**config.mk**
```make
export PLATFORM = sky130hd
export DESIGN_NAME = sdbs_top
export DESIGN_NICKNAME = d
export VERILOG_FILES = /design/src/sdbs_pulse_seq.v /design/src/sdbs_sync.v /design/src/sdbs_top.v
export VERILOG_INCLUDE_DIRS = /design/src /design/src/pkg
export SDC_FILE = /design/constraint.sdc
export NUM_CORES = 1
export LEC_CHECK = 0
export BUFFER_PORTS_ARGS = -buffer_cell sky130_fd_sc_hd__clkbuf_2
export CORE_ASPECT_RATIO = 0.9
export CORE_MARGIN = 2
export CORE_UTILIZATION = 29
export DETAILED_ROUTE_END_ITERATION = 8
export PLACE_DENSITY = 0.59
export RECOVER_POWER = 25
export SLEW_MARGIN = 20
export SYNTH_ARGS = -nofsm -noshare
export SYNTH_HDL_FRONTEND = slang
export SYNTH_SLANG_ARGS = --single-unit
```
**constraint.sdc**
```tcl
create_clock -name mclk_in -period 3.1 [get_ports mclk_in]
set_clock_uncertainty 0.15 [all_clocks]
set_input_delay 0.31 -clock mclk_in [delete_from_list [all_inputs] [get_ports mclk_in]]
set_output_delay 0.31 -clock mclk_in [all_outputs]
set_load 0.03 [all_outputs]
```
**src/pkg/sdbs_defines.vh**
```
// Constants for the discrepancy and brake supervisor.
// Assumes inclusion by bare name from the design files that use it.
`ifndef SDBS_DEFINES_VH
`define SDBS_DEFINES_VH
// Register byte offsets
`define SDBS_ADDR_CTRL 12'h000
`define SDBS_ADDR_TOL 12'h004
`define SDBS_ADDR_S1DLY 12'h008
`define SDBS_ADDR_STAT 12'h00C
`define SDBS_ADDR_FVAL 12'h010
`define SDBS_ADDR_CMD 12'h014
// Control field positions
`define SDBS_CTRL_MODE_LSB 0
`define SDBS_CTRL_MODE_MSB 1
`define SDBS_CTRL_BRK_FN 2
`define SDBS_CTRL_SBC_EN 3
`define SDBS_CTRL_W 4
// Settings
`define SDBS_MODE_BAS_TERM 2'h0
`define SDBS_MODE_BAS_FB 2'h1
`define SDBS_MODE_EXT_FB 2'h2
`define SDBS_MODE_EXT_TERM 2'h3
// Fault values
`define SDBS_FVAL_STO 16'h07D0
`define SDBS_FVAL_SS1 16'h07D2
// Fieldbus control word bits
`define SDBS_CW_STO 0
`define SDBS_CW_SS1 1
`define SDBS_CW_ACK 7
// Reset values
`define SDBS_TOL_RST 32'h0000_03E8
`define SDBS_S1DLY_RST 32'h0001_86A0
// Command register bits
`define SDBS_CMD_STD_ACK 0
`define SDBS_CMD_BRK_CLR 1
// Pulse sequencer states
`define SDBS_SEQ_IDLE 2'h0
`define SDBS_SEQ_MID 2'h1
`define SDBS_SEQ_W 2
// Brake fault codes
`define SDBS_BF_SHORT 0
`define SDBS_BF_XC24 1
`define SDBS_BF_OPEN 2
`define SDBS_BF_GND 3
`endif

```
**src/sdbs_pulse_seq.v**
```verilog
// Detects a level-change-level pulse sequence on one input.
// Pattern a -> !a -> a where a is IDLE_LVL; input is synchronous.
`timescale 1ns/1ns
`default_nettype none
`include "sdbs_defines.vh"
module sdbs_pulse_seq #(
   parameter IDLE_LVL = 1'b1
) (
   input wire mclk_in,
   input wire reset_n_in,
   input wire sig_in,
   output wire done_out
);
   //***************************************************
   // Sequencer
   //***************************************************
   reg [`SDBS_SEQ_W-1:0] state_ff; // Waiting for away or return
   reg [`SDBS_SEQ_W-1:0] nxt_state;
   reg prev_ff; // Previous sample of the input
   reg done_ff; // One-cycle pulse on completion
   reg nxt_done;

   // Starts only from an idle level seen before the away level
   always @* begin
      nxt_state = state_ff;
      nxt_done = 1'b0;
      case (state_ff)
         `SDBS_SEQ_IDLE: begin
            if (prev_ff == IDLE_LVL && sig_in != IDLE_LVL) begin
               nxt_state = `SDBS_SEQ_MID;
            end
         end
         `SDBS_SEQ_MID: begin
            if (sig_in == IDLE_LVL) begin
               nxt_state = `SDBS_SEQ_IDLE;
               nxt_done = 1'b1;
            end
         end
         default: begin
            nxt_state = `SDBS_SEQ_IDLE;
         end
      endcase
   end

   // Previous sample starts at the away level so reset is no edge
   always @(posedge mclk_in or negedge reset_n_in) begin
      if (!reset_n_in) begin
         state_ff <= `SDBS_SEQ_IDLE;
         prev_ff <= ~IDLE_LVL;
         done_ff <= 1'b0;
      end else begin
         state_ff <= nxt_state;
         prev_ff <= sig_in;
         done_ff <= nxt_done;
      end
   end
   assign done_out = done_ff;
endmodule // sdbs_pulse_seq
`default_nettype wire

```
**src/sdbs_sync.v**
```verilog
// Two-flop synchroniser for a bundle of asynchronous pin levels.
// Assumes levels stay stable for several clocks.
`timescale 1ns/1ns
`default_nettype none
module sdbs_sync #(
   parameter W = 8
) (
   input wire mclk_in,
   input wire reset_n_in,
   input wire [W-1:0] async_in,
   output wire [W-1:0] sync_out
);
   //***************************************************
   // Synchroniser stages
   //***************************************************
   reg [W-1:0] meta_ff; // First stage, read only by second
   reg [W-1:0] sync_ff; // Second stage, safe to use

   // Both stages reset to zero, the safe level
   always @(posedge mclk_in or negedge reset_n_in) begin
      if (!reset_n_in) begin
         meta_ff <= {W{1'b0}};
         sync_ff <= {W{1'b0}};
      end else begin
         meta_ff <= async_in;
         sync_ff <= meta_ff;
      end
   end
   assign sync_out = sync_ff;
endmodule // sdbs_sync
`default_nettype wire

```
**src/sdbs_top.v**
```verilog
// Discrepancy supervisor and safe brake control with AHB-Lite registers.
// Assumes one clock; pins asynchronous; single-word AHB transfers.
// Behaviour
// - Channel discrepancy activates safe torque off
// - Basic handling in three listed settings
// - Basic setting reports fault value 2000/2002
// - Basic setting sets internal event bit
// - Discrepant input evaluated zero until acknowledge
// - Input high-low-high clears internal event
// - Fieldbus word bits 0/1 pulse clear event
// - Fieldbus bit 7 low-high-low acknowledges
// - Extended terminals: no internal event bit
// - Extended terminals: distinct discrepancy fault
// - Extended terminals: input low-high-low pulse acknowledges
// - Brake control needs function, enable, torque-off
// - No switch-on while torque-off or stop selected
// - Stop ramps down, brake closes at standstill
// - Stop: torque-off at standstill or delay
// - Torque-off while rotating closes brake immediately
// - Brake circuit checked on open and close
// - Short, 24 V cross, open, ground faults
// - Brake fault: stop A, message, close brake
//
// Our own choices: register access over AHB-Lite and the register addresses.
`timescale 1ns/1ns
`default_nettype none
`include "sdbs_defines.vh"
module sdbs_top (
   input wire mclk_in,
   input wire reset_n_in,
   // AHB-Lite slave
   input wire hsel,
   input wire [31:0] haddr,
   input wire [1:0] htrans,
   input wire hwrite,
   input wire [2:0] hsize,
   input wire [31:0] hwdata,
   input wire hready,
   output wire [31:0] hrdata,
   output wire hreadyout,
   output wire hresp,
   // Safety pins
   input wire failsafe_digital_input_a_in,
   input wire failsafe_digital_input_b_in,
   input wire failsafe_ack_input_in,
   input wire [15:0] fieldbus_cw1_in,
   input wire run_command_in,
   input wire quick_stop_command_in,
   input wire standstill_in,
   input wire [3:0] brake_diag_in,
   // Outputs
   output wire safe_torque_off_out,
   output wire safe_brake_control_out,
   output wire brake_close_out,
   output wire quick_stop_ramp_out,
   output wire motor_on_out,
   output wire stop_a_out,
   output wire discrepancy_fault_out,
   output wire brake_fault_out
);
   //***************************************************
   // Input synchronisation
   //***************************************************
   wire [25:0] pins_s; // Synchronised pins
   sdbs_sync #(.W(26)) u_sync (
      .mclk_in(mclk_in),
      .reset_n_in(reset_n_in),
      .async_in({failsafe_digital_input_a_in, failsafe_digital_input_b_in,
                 failsafe_ack_input_in, fieldbus_cw1_in, run_command_in,
                 quick_stop_command_in, standstill_in, brake_diag_in}),
      .sync_out(pins_s)
   );
   wire fdi_a = pins_s[25]; // Channel A, high = not selected
   wire fdi_b = pins_s[24]; // Channel B
   wire ack_pin = pins_s[23]; // Failsafe acknowledge input
   wire [15:0] cw1 = pins_s[22:7]; // Fieldbus control word 1
   wire run_cmd = pins_s[6];
   wire qstop_cmd = pins_s[5]; // Active low quick stop
   wire standstill = pins_s[4];
   wire [3:0] brk_diag = pins_s[3:0];
   //***************************************************
   // Registers
   //***************************************************
   reg [`SDBS_CTRL_W-1:0] ctrl_ff; // Mode, brake function, brake enable
   reg [31:0] tol_ff; // Discrepancy tolerance in cycles
   reg [31:0] s1dly_ff; // Stop delay in cycles
   reg [31:0] tol_cnt_ff; // Tolerance counter
   reg [31:0] s1_cnt_ff; // Stop delay counter
   reg disc_fault_ff; // Sticky discrepancy flag
   reg ext_fault_ff; // Sticky extended discrepancy flag
   reg int_event_ff; // Internal event bit
   reg fdi_lock_ff; // Evaluation held at zero
   reg [15:0] fval_ff; // Fault value
   reg brk_fault_ff; // Sticky brake fault
   reg [3:0] brk_code_ff; // Which brake fault
   reg s1_sto_ff; // Stop reached torque-off
   reg motor_on_ff; // Motor switched on
   reg run_prev_ff; // Run command history
   reg std_ack_ff; // Standard acknowledge seen
   reg [31:0] rdata_ff;
   reg dphase_ff; // Data phase pending, read or write
   reg [11:0] waddr_ff;
   reg hwrite_c; // Captured write direction
   // Mode decode, used more than once
   function is_basic;
      input [1:0] m;
      begin
         is_basic = (m != `SDBS_MODE_EXT_TERM);
      end
   endfunction
   function is_fb;
      input [1:0] m;
      begin
         is_fb = (m == `SDBS_MODE_BAS_FB) || (m == `SDBS_MODE_EXT_FB);
      end
   endfunction
   wire [1:0] mode = ctrl_ff[`SDBS_CTRL_MODE_MSB:`SDBS_CTRL_MODE_LSB];
   //***************************************************
   // Acknowledge sequences
   //***************************************************
   wire fdi_eval = fdi_a & fdi_b; // Both high = deselected
   wire seq_fdi, seq_cw0, seq_cw1, seq_cw7, seq_ackpin;
   sdbs_pulse_seq #(.IDLE_LVL(1'b1)) u_seq_fdi (.mclk_in(mclk_in),
   // Only agreed selection arms the acknowledge
      .reset_n_in(reset_n_in), .sig_in(fdi_a | fdi_b), .done_out(seq_fdi));
   sdbs_pulse_seq #(.IDLE_LVL(1'b1)) u_seq_cw0 (.mclk_in(mclk_in),
      .reset_n_in(reset_n_in), .sig_in(cw1[`SDBS_CW_STO]),
      .done_out(seq_cw0));
   sdbs_pulse_seq #(.IDLE_LVL(1'b1)) u_seq_cw1 (.mclk_in(mclk_in),
      .reset_n_in(reset_n_in), .sig_in(cw1[`SDBS_CW_SS1]),
      .done_out(seq_cw1));
   sdbs_pulse_seq #(.IDLE_LVL(1'b0)) u_seq_cw7 (.mclk_in(mclk_in),
      .reset_n_in(reset_n_in), .sig_in(cw1[`SDBS_CW_ACK]),
      .done_out(seq_cw7));
   sdbs_pulse_seq #(.IDLE_LVL(1'b0)) u_seq_ack (.mclk_in(mclk_in),
      .reset_n_in(reset_n_in), .sig_in(ack_pin), .done_out(seq_ackpin));
   // Clear event paths by setting
   wire fb_clear = is_fb(mode) & (seq_cw0 | seq_cw1 | seq_cw7);
   wire basic_clear = is_basic(mode) & (seq_fdi | fb_clear);
   wire ext_clear = ~is_basic(mode) & seq_ackpin;
   //***************************************************
   // Discrepancy supervision
   //***************************************************
   wire disagree = fdi_a ^ fdi_b;
   wire tol_hit = disagree && (tol_cnt_ff >= tol_ff);
   // Stop select from fieldbus in fieldbus settings, active low
   wire ss1_sel = is_fb(mode) & ~cw1[`SDBS_CW_SS1];
   wire sto_sel = ~fdi_eval | fdi_lock_ff | disagree
                  | (is_fb(mode) & ~cw1[`SDBS_CW_STO]);
   // Counter restarts on first disagreement, cancels on agreement
   always @(posedge mclk_in or negedge reset_n_in) begin
      if (!reset_n_in) begin
         tol_cnt_ff <= 32'h0000_0000;
      end else if (!disagree) begin
         tol_cnt_ff <= 32'h0000_0000;
      end else if (!tol_hit) begin
         tol_cnt_ff <= tol_cnt_ff + 32'h0000_0001;
      end
   end
   // Fault latching; a new expiry wins over a clear
   always @(posedge mclk_in or negedge reset_n_in) begin
      if (!reset_n_in) begin
         disc_fault_ff <= 1'b0;
         ext_fault_ff <= 1'b0;
         int_event_ff <= 1'b0;
         fdi_lock_ff <= 1'b0;
         fval_ff <= 16'h0000;
      end else if (tol_hit && is_basic(mode)) begin
         disc_fault_ff <= 1'b1;
         int_event_ff <= 1'b1;
         fdi_lock_ff <= 1'b1;
         fval_ff <= ss1_sel ? `SDBS_FVAL_SS1 : `SDBS_FVAL_STO;
      end else if (tol_hit) begin
         ext_fault_ff <= 1'b1;
         fdi_lock_ff <= 1'b1;
      end else if ((basic_clear || ext_clear) && !disagree) begin
         disc_fault_ff <= 1'b0;
         ext_fault_ff <= 1'b0;
         int_event_ff <= 1'b0;
         fdi_lock_ff <= 1'b0;
      end
   end
   //***************************************************
   // Controlled stop and brake
   //***************************************************
   wire brake_diag_any = |brk_diag;
   // Stop counter runs while stop selected and not yet at torque-off
   always @(posedge mclk_in or negedge reset_n_in) begin
      if (!reset_n_in) begin
         s1_cnt_ff <= 32'h0000_0000;
         s1_sto_ff <= 1'b0;
      end else if (!ss1_sel) begin
         s1_cnt_ff <= 32'h0000_0000;
         s1_sto_ff <= 1'b0;
      end else if (standstill || s1_cnt_ff >= s1dly_ff) begin
         s1_sto_ff <= 1'b1;
      end else begin
         s1_cnt_ff <= s1_cnt_ff + 32'h0000_0001;
      end
   end
   wire sto_act = sto_sel | s1_sto_ff | brk_fault_ff;
   wire sbc_act = ctrl_ff[`SDBS_CTRL_BRK_FN] & ctrl_ff[`SDBS_CTRL_SBC_EN]
                  & sto_act;
   // Brake closes on torque-off regardless of speed, at stop standstill
   wire brake_close = sbc_act | sto_act
                      | (ss1_sel & standstill)
                      | brk_fault_ff | ~motor_on_ff;
   // Diagnostics sampled whenever the brake is driven either way
   always @(posedge mclk_in or negedge reset_n_in) begin
      if (!reset_n_in) begin
         brk_fault_ff <= 1'b0;
         brk_code_ff <= 4'h0;
      end else if (brake_diag_any) begin
         brk_fault_ff <= 1'b1;
         brk_code_ff <= brk_code_ff | brk_diag;
      end else if (dphase_ff && hwrite_c && waddr_ff == `SDBS_ADDR_CMD
                   && hwdata[`SDBS_CMD_BRK_CLR]) begin
         brk_fault_ff <= 1'b0;
         brk_code_ff <= 4'h0;
      end
   end
   // Motor on needs run rising edge, no selection, standard ack done
   always @(posedge mclk_in or negedge reset_n_in) begin
      if (!reset_n_in) begin
         motor_on_ff <= 1'b0;
         run_prev_ff <= 1'b1;
         std_ack_ff <= 1'b1;
      end else begin
         run_prev_ff <= run_cmd;
         if (disc_fault_ff || ext_fault_ff) begin
            std_ack_ff <= 1'b0;
         end else if (dphase_ff && hwrite_c && waddr_ff == `SDBS_ADDR_CMD
                      && hwdata[`SDBS_CMD_STD_ACK]) begin
            std_ack_ff <= 1'b1;
         end
         if (sto_act || ss1_sel || !run_cmd || !qstop_cmd) begin
            motor_on_ff <= 1'b0;
         end else if (run_cmd && !run_prev_ff && std_ack_ff) begin
            motor_on_ff <= 1'b1;
         end
      end
   end
   //***************************************************
   // AHB-Lite slave, zero wait states
   //***************************************************
   wire acc = hsel & htrans[1] & hready;
   always @(posedge mclk_in or negedge reset_n_in) begin
      if (!reset_n_in) begin
         dphase_ff <= 1'b0;
         hwrite_c <= 1'b0;
         waddr_ff <= 12'h000;
         rdata_ff <= 32'h0000_0000;
      end else begin
         dphase_ff <= acc;
         hwrite_c <= acc & hwrite;
         waddr_ff <= haddr[11:0];
         rdata_ff <= 32'h0000_0000;
         if (acc && !hwrite) begin
            case (haddr[11:0])
               `SDBS_ADDR_CTRL: rdata_ff <= {28'h000_0000, ctrl_ff};
               `SDBS_ADDR_TOL: rdata_ff <= tol_ff;
               `SDBS_ADDR_S1DLY: rdata_ff <= s1dly_ff;
               `SDBS_ADDR_STAT: rdata_ff <= {20'h0_0000, brk_code_ff,
                  motor_on_ff, sbc_act, sto_act, fdi_lock_ff,
                  int_event_ff, ext_fault_ff, disc_fault_ff, brk_fault_ff};
               `SDBS_ADDR_FVAL: rdata_ff <= {16'h0000, fval_ff};
               default: rdata_ff <= 32'h0000_0000;
            endcase
         end
      end
   end
   // Writable configuration registers
   always @(posedge mclk_in or negedge reset_n_in) begin
      if (!reset_n_in) begin
         ctrl_ff <= {`SDBS_CTRL_W{1'b0}};
         tol_ff <= `SDBS_TOL_RST;
         s1dly_ff <= `SDBS_S1DLY_RST;
      end else if (dphase_ff && hwrite_c) begin
         case (waddr_ff)
            `SDBS_ADDR_CTRL: ctrl_ff <= hwdata[`SDBS_CTRL_W-1:0];
            `SDBS_ADDR_TOL: tol_ff <= hwdata;
            `SDBS_ADDR_S1DLY: s1dly_ff <= hwdata;
            default: ctrl_ff <= ctrl_ff;
         endcase
      end
   end
   assign hrdata = rdata_ff;
   assign hreadyout = 1'b1;
   assign hresp = 1'b0;
   //***************************************************
   // Outputs
   //***************************************************
   assign safe_torque_off_out = sto_act;
   assign safe_brake_control_out = sbc_act;
   assign brake_close_out = brake_close;
   assign quick_stop_ramp_out = ss1_sel & ~s1_sto_ff;
   assign motor_on_out = motor_on_ff;
   assign stop_a_out = brk_fault_ff;
   assign discrepancy_fault_out = disc_fault_ff | ext_fault_ff;
   assign brake_fault_out = brk_fault_ff;
   wire unused_ok = &{1'b0, hsize, haddr[31:12], brk_diag};
endmodule // sdbs_top
`default_nettype wire
```
Yosys cells after proc, flatten, opt, wreduce, memory -nomap -nowiden --
Cells that the tools add are included.
Word-level totals: input bits 100, output and inout bits 42, logic and storage cells 206, flip-flop bits (word level) 278
Cells by class: $add $sub $neg 2, $lt $le $gt $ge 2, mux-type cells 47, bitwise logic cells 39, reduce and logical (&&, ||, !) cells 51, eq/ne operators 29
Operators with widths (number):
- $mux 32 | 5
- $pmux 32 s5 | 1
- $add 32x1->32 const B | 2
- $ge 32x32->1 | 2
- $eq 12x4->1 const B | 3
- $eq 12x3->1 const B | 2
- $eq 12x5->1 const B | 2
- $logic_not 12->1 | 2
- $mux 1 | 23
- $mux 2 | 11
- $pmux 2 s2 | 5
- $reduce_and 2->1 | 10
- $ne 2x1->1 const B | 8
- $logic_and 1x1->1 | 15
- $ne 2x2->1 const B | 7
- $or 1x1->1 | 14
- $and 1x1->1 | 13
- $eq 2x1->1 const B | 6
- $logic_not 2->1 | 5
- $not 1->1 | 10
- $reduce_bool 2->1 | 5
- $mux 4 | 2
- $logic_or 1x1->1 | 7
- $logic_not 1->1 | 5
- 5 further kinds | 5

Longest topological paths before layout --
depth after elaboration 12, mapped depth 12, gate-level depth less buffers 9

By module --
A second synthesis with hierarchy kept.
Second synthesis, totals: cell total of the unflattened synthesis 1070, area total of the unflattened synthesis 11863.9 um2
By module, submodules not included:
- sdbs_top | area each 10102.2 um2, seq. area each 4822.1 um2, cells an instance 991, instances 1
- sdbs_sync | area each 1301.2 um2, seq. area each 1301.2 um2, cells an instance 52, instances 1
- sdbs_pulse_seq at u_seq_cw0 ... | area each 92.6 um2, seq. area each 75.1 um2, cells an instance 5, instances 3
- sdbs_pulse_seq at u_seq_ack ... | area each 91.3 um2, seq. area each 76.3 um2, cells an instance 6, instances 2

Least setup slack after synthesis --
Ideal clock, no wire load.
path kind register to register, start register tol_cnt_ff[0], end register tol_cnt_ff[30], data arrival time 2.741 ns, path slack 0.131 ns, setup time 0.078 ns, data required time 2.872 ns, cell stages (with the launch flop) 11, clock period less this slack 2.969 ns, path through dfrtp_1 > inv_1 > ha_1 > nand2b_1 > a2111o_1 > a32oi_1 > a21oi_1 > or4_1 > clkbuf_1 > or4_1 > a21oi_1
On the way: cells in the longest elaborated chain, start to end 3, elaborated cells between the ends (all ways) 6, classes of those cells add/sub (1); order compare (1); eq/ne (1); mux (2); reduce/logical (1)
Ends and longest elaborated chain:
- start, declared | line sdbs_top.v:87 | reg [31:0] tol_cnt_ff;
- start signal, assigned | line sdbs_top.v:157 | tol_cnt_ff <= tol_cnt_ff + 32'h0000_0001;
- $add 32x1->32 or $ge 32x32->1 (tied branches) | line sdbs_top.v:157, sdbs_top.v:145
- $mux 32 or $logic_and 1x1->1 (tied branches) | line sdbs_top.v:156, sdbs_top.v:145
- $mux 32 or $ne 2x2->1 (tied branches)
Several ways; a longest one is shown, not always the timed one. The select of a mux whose other input is x is not followed. A chain may end at the register's enable or synchronous reset.

Worst setup path in the final report --
start register tol_ff[0], end register tol_cnt_ff[26]
On the way: cells in the longest elaborated chain, start to end 3
Ends and longest elaborated chain:
- start, declared | line sdbs_top.v:85 | reg [31:0] tol_ff;
- start signal, assigned | line sdbs_top.v:276 | tol_ff <= `SDBS_TOL_RST;
- start signal, assigned | line sdbs_top.v:281 | `SDBS_ADDR_TOL: tol_ff <= hwdata;
- $ge 32x32->1 | line sdbs_top.v:145 | wire tol_hit = disagree && (tol_cnt_ff >= tol_ff);
- $logic_and 1x1->1 | line sdbs_top.v:145
- $ne 2x2->1 (no source line)
No other way between the ends.

==> out/metrics.yaml <==
grt_remaining_overflow: 0
period_share: 0.989
firstDrtPassIters: 7
nFillCells: 3652
path_max_fanout: 5
path_common_cell: "or4_4"
grt_pass1_vias: 8831
final-hold-violation-count: 0
whs_path_depth: 3
setup_slack_ns: 0.0332
violations: "capacitance limit, slew limit"
ys_seq_elements: 233
cts_buffer_depth: 3
hold_start: "hsel"
ys_types: 65
drive_above_1_share: 0.278
relSlewSlack: -0.483
combPwrFrac: 0.065
ant_nets: 0
cts_tree: "built"
fp.coreArea_um2: 38200
min_path_type: "in2reg"
synth_edf_count: 0
power_switching_mw: 1.58
cts.htree.levels: 1
clk_latency_ns: 0.53
dp_hpwl_mm: 21.3
cp-start-kind: "flop"
dieHeight_um: 190
antenna_found_initial: 3
via_count: 8683
cts_buffers: 25
initial_core_util: 0.293
maxCapViolCount: 1
seq_area_frac_synth: 0.523
die-area_um2: 40200
worstMarginPinSlew_ns: 2.22
slew_violations: 93
power.density_nw_per_um2: 476
cts_num_sinks: 233
drcViolationCount: 0
rrSetupSlack_ns: 0.03
reg2regPathDepth: 8
p_leak_nw: 6.59
drtIter0Drc: 573
path_clk_slew_ns: 0.07
wire_per_inst_um: 16.9
setup_viol: 0
syn_nets: 1199
fin_crit_ns: 3.07
portBuffers: 102
crit_path_end_kind: "flop"
final_common_cell: "dfrtp_1"
sw_frac_of_total: 0.228
hold_slack_ns: 0.0740
crit_chain: "ha_1, nand2b_4, a2111o_1, a32oi_2, a21oi_4, or4_4, or4_4, a21oi_2"
grt_pass1_wl_mm: 47.9
crit_type: "reg2reg"
regToRegStartpoint: "tol_ff[0]$_DFFE_PN0P_"
cts-root-buf: "clkbuf_16"
status: "finished with violations"
worst_path_max_delay_cell: "or4_4"
ys_async_sr_fraction: 1.00
area_growth_pct: 29.8
min_to: "hwrite_c$_DFF_PN0_"
max_stage_delay_ns: 0.54
clkPwrFrac: 0.473
fin_nets: 1432
grt_max_degree: 95
r2r_end: "tol_cnt_ff[26]$_DFFE_PN0P_"
intPower_mw: 5.34
gr-usage-all-layers: 0.149
ir_drop_uv: 296
netlist_area_um2: 11200
synth-main-ff-cell: "dfrtp_1"
place_worst_setup_slack_ns: -0.271
wl_mm: 30.0
avgSynthCellArea_um2: 10.9
seq_power_share: 0.461
drt-vias-per-instance: 4.89
rows: 68
place_congestion: 0.845
timing.fmax_mhz: 326
die_w_um: 211
worstPathArrival_ns: 3.37
cp.required_ns: 3.40
synth_cells: 1030
synth_warnings: 0
pin_count: 142
layout_common_cells: "dfrtp_1, clkbuf_2, nor2_1"
-- state kept, by name (all words and copies together) (netlist names), 2 cells and up --
signal,cells
fval_ff,2
tol_cnt_ff,32
u_sync.sync_out,13
u_sync.meta_ff,13
s1dly_ff,32
s1_cnt_ff,32
ctrl_ff,4
brk_code_ff,4
tol_ff,32
hrdata,32
waddr_ff,12
-- worst max-delay path by stage --
stage,startpoint,to,cells past startpoint
5_1_grt,s1dly_ff[7]$_DFFE_PN1P_,s1_cnt_ff[17]$_DFFE_PN0P_,11
3_5_place_dp,s1dly_ff[9]$_DFFE_PN1P_,s1_cnt_ff[21]$_DFFE_PN0P_,9
6_report,tol_ff[0]$_DFFE_PN0P_,tol_cnt_ff[26]$_DFFE_PN0P_,8
4_1_cts,tol_ff[0]$_DFFE_PN0P_,tol_cnt_ff[18]$_DFFE_PN0P_,9
3_3_place_gp,s1dly_ff[9]$_DFFE_PN1P_,s1_cnt_ff[21]$_DFFE_PN0P_,9
2_1_floorplan,tol_cnt_ff[0]$_DFFE_PN0P_,tol_cnt_ff[30]$_DFFE_PN0P_,10
-- worst max-delay path, delay by kind of cell, from the launching register on --
kind / cells / cell delay, ns
simple gates: 3 / 1.23
compound gates: 4 / 0.89
flops: 1 / 0.41
fa+ha+maj: 1 / 0.31
-- routing by layer --
metal / wire (um) / global-route usage
met5: 7 / 0
met4: 707 / 0.0404
met3: 1200 / 0.0229
met2: 14600 / 0.251
met1: 13500 / 0.200
-- metrics by stage --
stage	instance area (um2)	power [mW]	util	instances	setup TNS [ns]
floorplan	11200	3.40	-	1030	0
global placement	12700	3.61	0.333	1653	-0.900
detailed placement	12700	3.62	0.333	1653	-3.44
CTS	14300	6.96	0.375	1766	0
global route	14500	7.17	0.380	1773	-0.226
finish	14500	6.92	0.380	1774	0
-- power by group through the flow --
stage	Sequential [mW]	Combinational (mW)	Clock, mW
6_report	3.19	0.452	3.27
5_1_grt	3.20	0.506	3.47
4_1_cts	3.19	0.445	3.33
3_5_place_dp	3.25	0.377	0
3_3_place_gp	3.24	0.368	0
2_1_floorplan	3.23	0.171	0
-- cell usage after synthesis, types with 8 or more instances --
master / instances / share of area
buf_1: 9 / 0.0030
a221oi_1: 9 / 0.0070
nand2_1: 66 / 0.022
mux2_2: 69 / 0.069
dfstp_2: 16 / 0.038
and3_1: 16 / 0.0089
o31ai_1: 9 / 0.0060
inv_1: 83 / 0.028
a21oi_1: 65 / 0.029
a2111oi_0: 10 / 0.0078
nand4_1: 15 / 0.0084
nor2_1: 83 / 0.028
xnor2_1: 20 / 0.016
dfrtp_1: 217 / 0.49
or4_1: 14 / 0.0094
nand3_1: 24 / 0.011
nand2b_1: 11 / 0.0062
nor4_1: 13 / 0.0073
mux2i_1: 8 / 0.0072
nor3_1: 10 / 0.0045
a22oi_1: 22 / 0.015
o21ai_0: 31 / 0.014
clkbuf_1: 21 / 0.0070
ha_1: 69 / 0.077
a21o_1: 13 / 0.0087
or3_1: 18 / 0.010
-- timing repair --
| action | CTS | global route |
|---|---|---|
| endpoints found under the hold margin | 182 | 0 |
| buffers inserted | 5 | 6 |
| resized for setup | 15 | 37 |
| hold buffers | 61 | 0 |
| gates cloned | 1 | 0 |
| endpoints found under the setup margin | 27 | 40 |
| pin swaps | 19 | 16 |
-- logic make-up after synthesis --
kind of cell	Yosys count	share of synthesized area
AND/OR/NAND/NOR	316	0.147
flip-flops	233	0.523
AO/OA/AOI/OAI	189	0.111
buffers and inverters	121	0.0446
multiplexers	79	0.0806
adder cells (fa/ha/maj)	69	0.0772
XOR/XNOR	21	0.0164
other	2	0.000671
-- layout make-up --
cell class | instances | area [um2] | area share
Sequential cell | 233 | 5850 | 0.403
Multi-Input combinational cell | 677 | 5090 | 0.351
Timing Repair Buffer | 243 | 1750 | 0.120
Clock buffer | 31 | 688 | 0.0474
Tap cell | 490 | 613 | 0.0422
Inverter | 83 | 312 | 0.0214
Clock inverter | 15 | 214 | 0.0147
Antenna cell | 2 | 5.00 | 0.000345
Note: power is estimated with default switching activity, not from simulation.
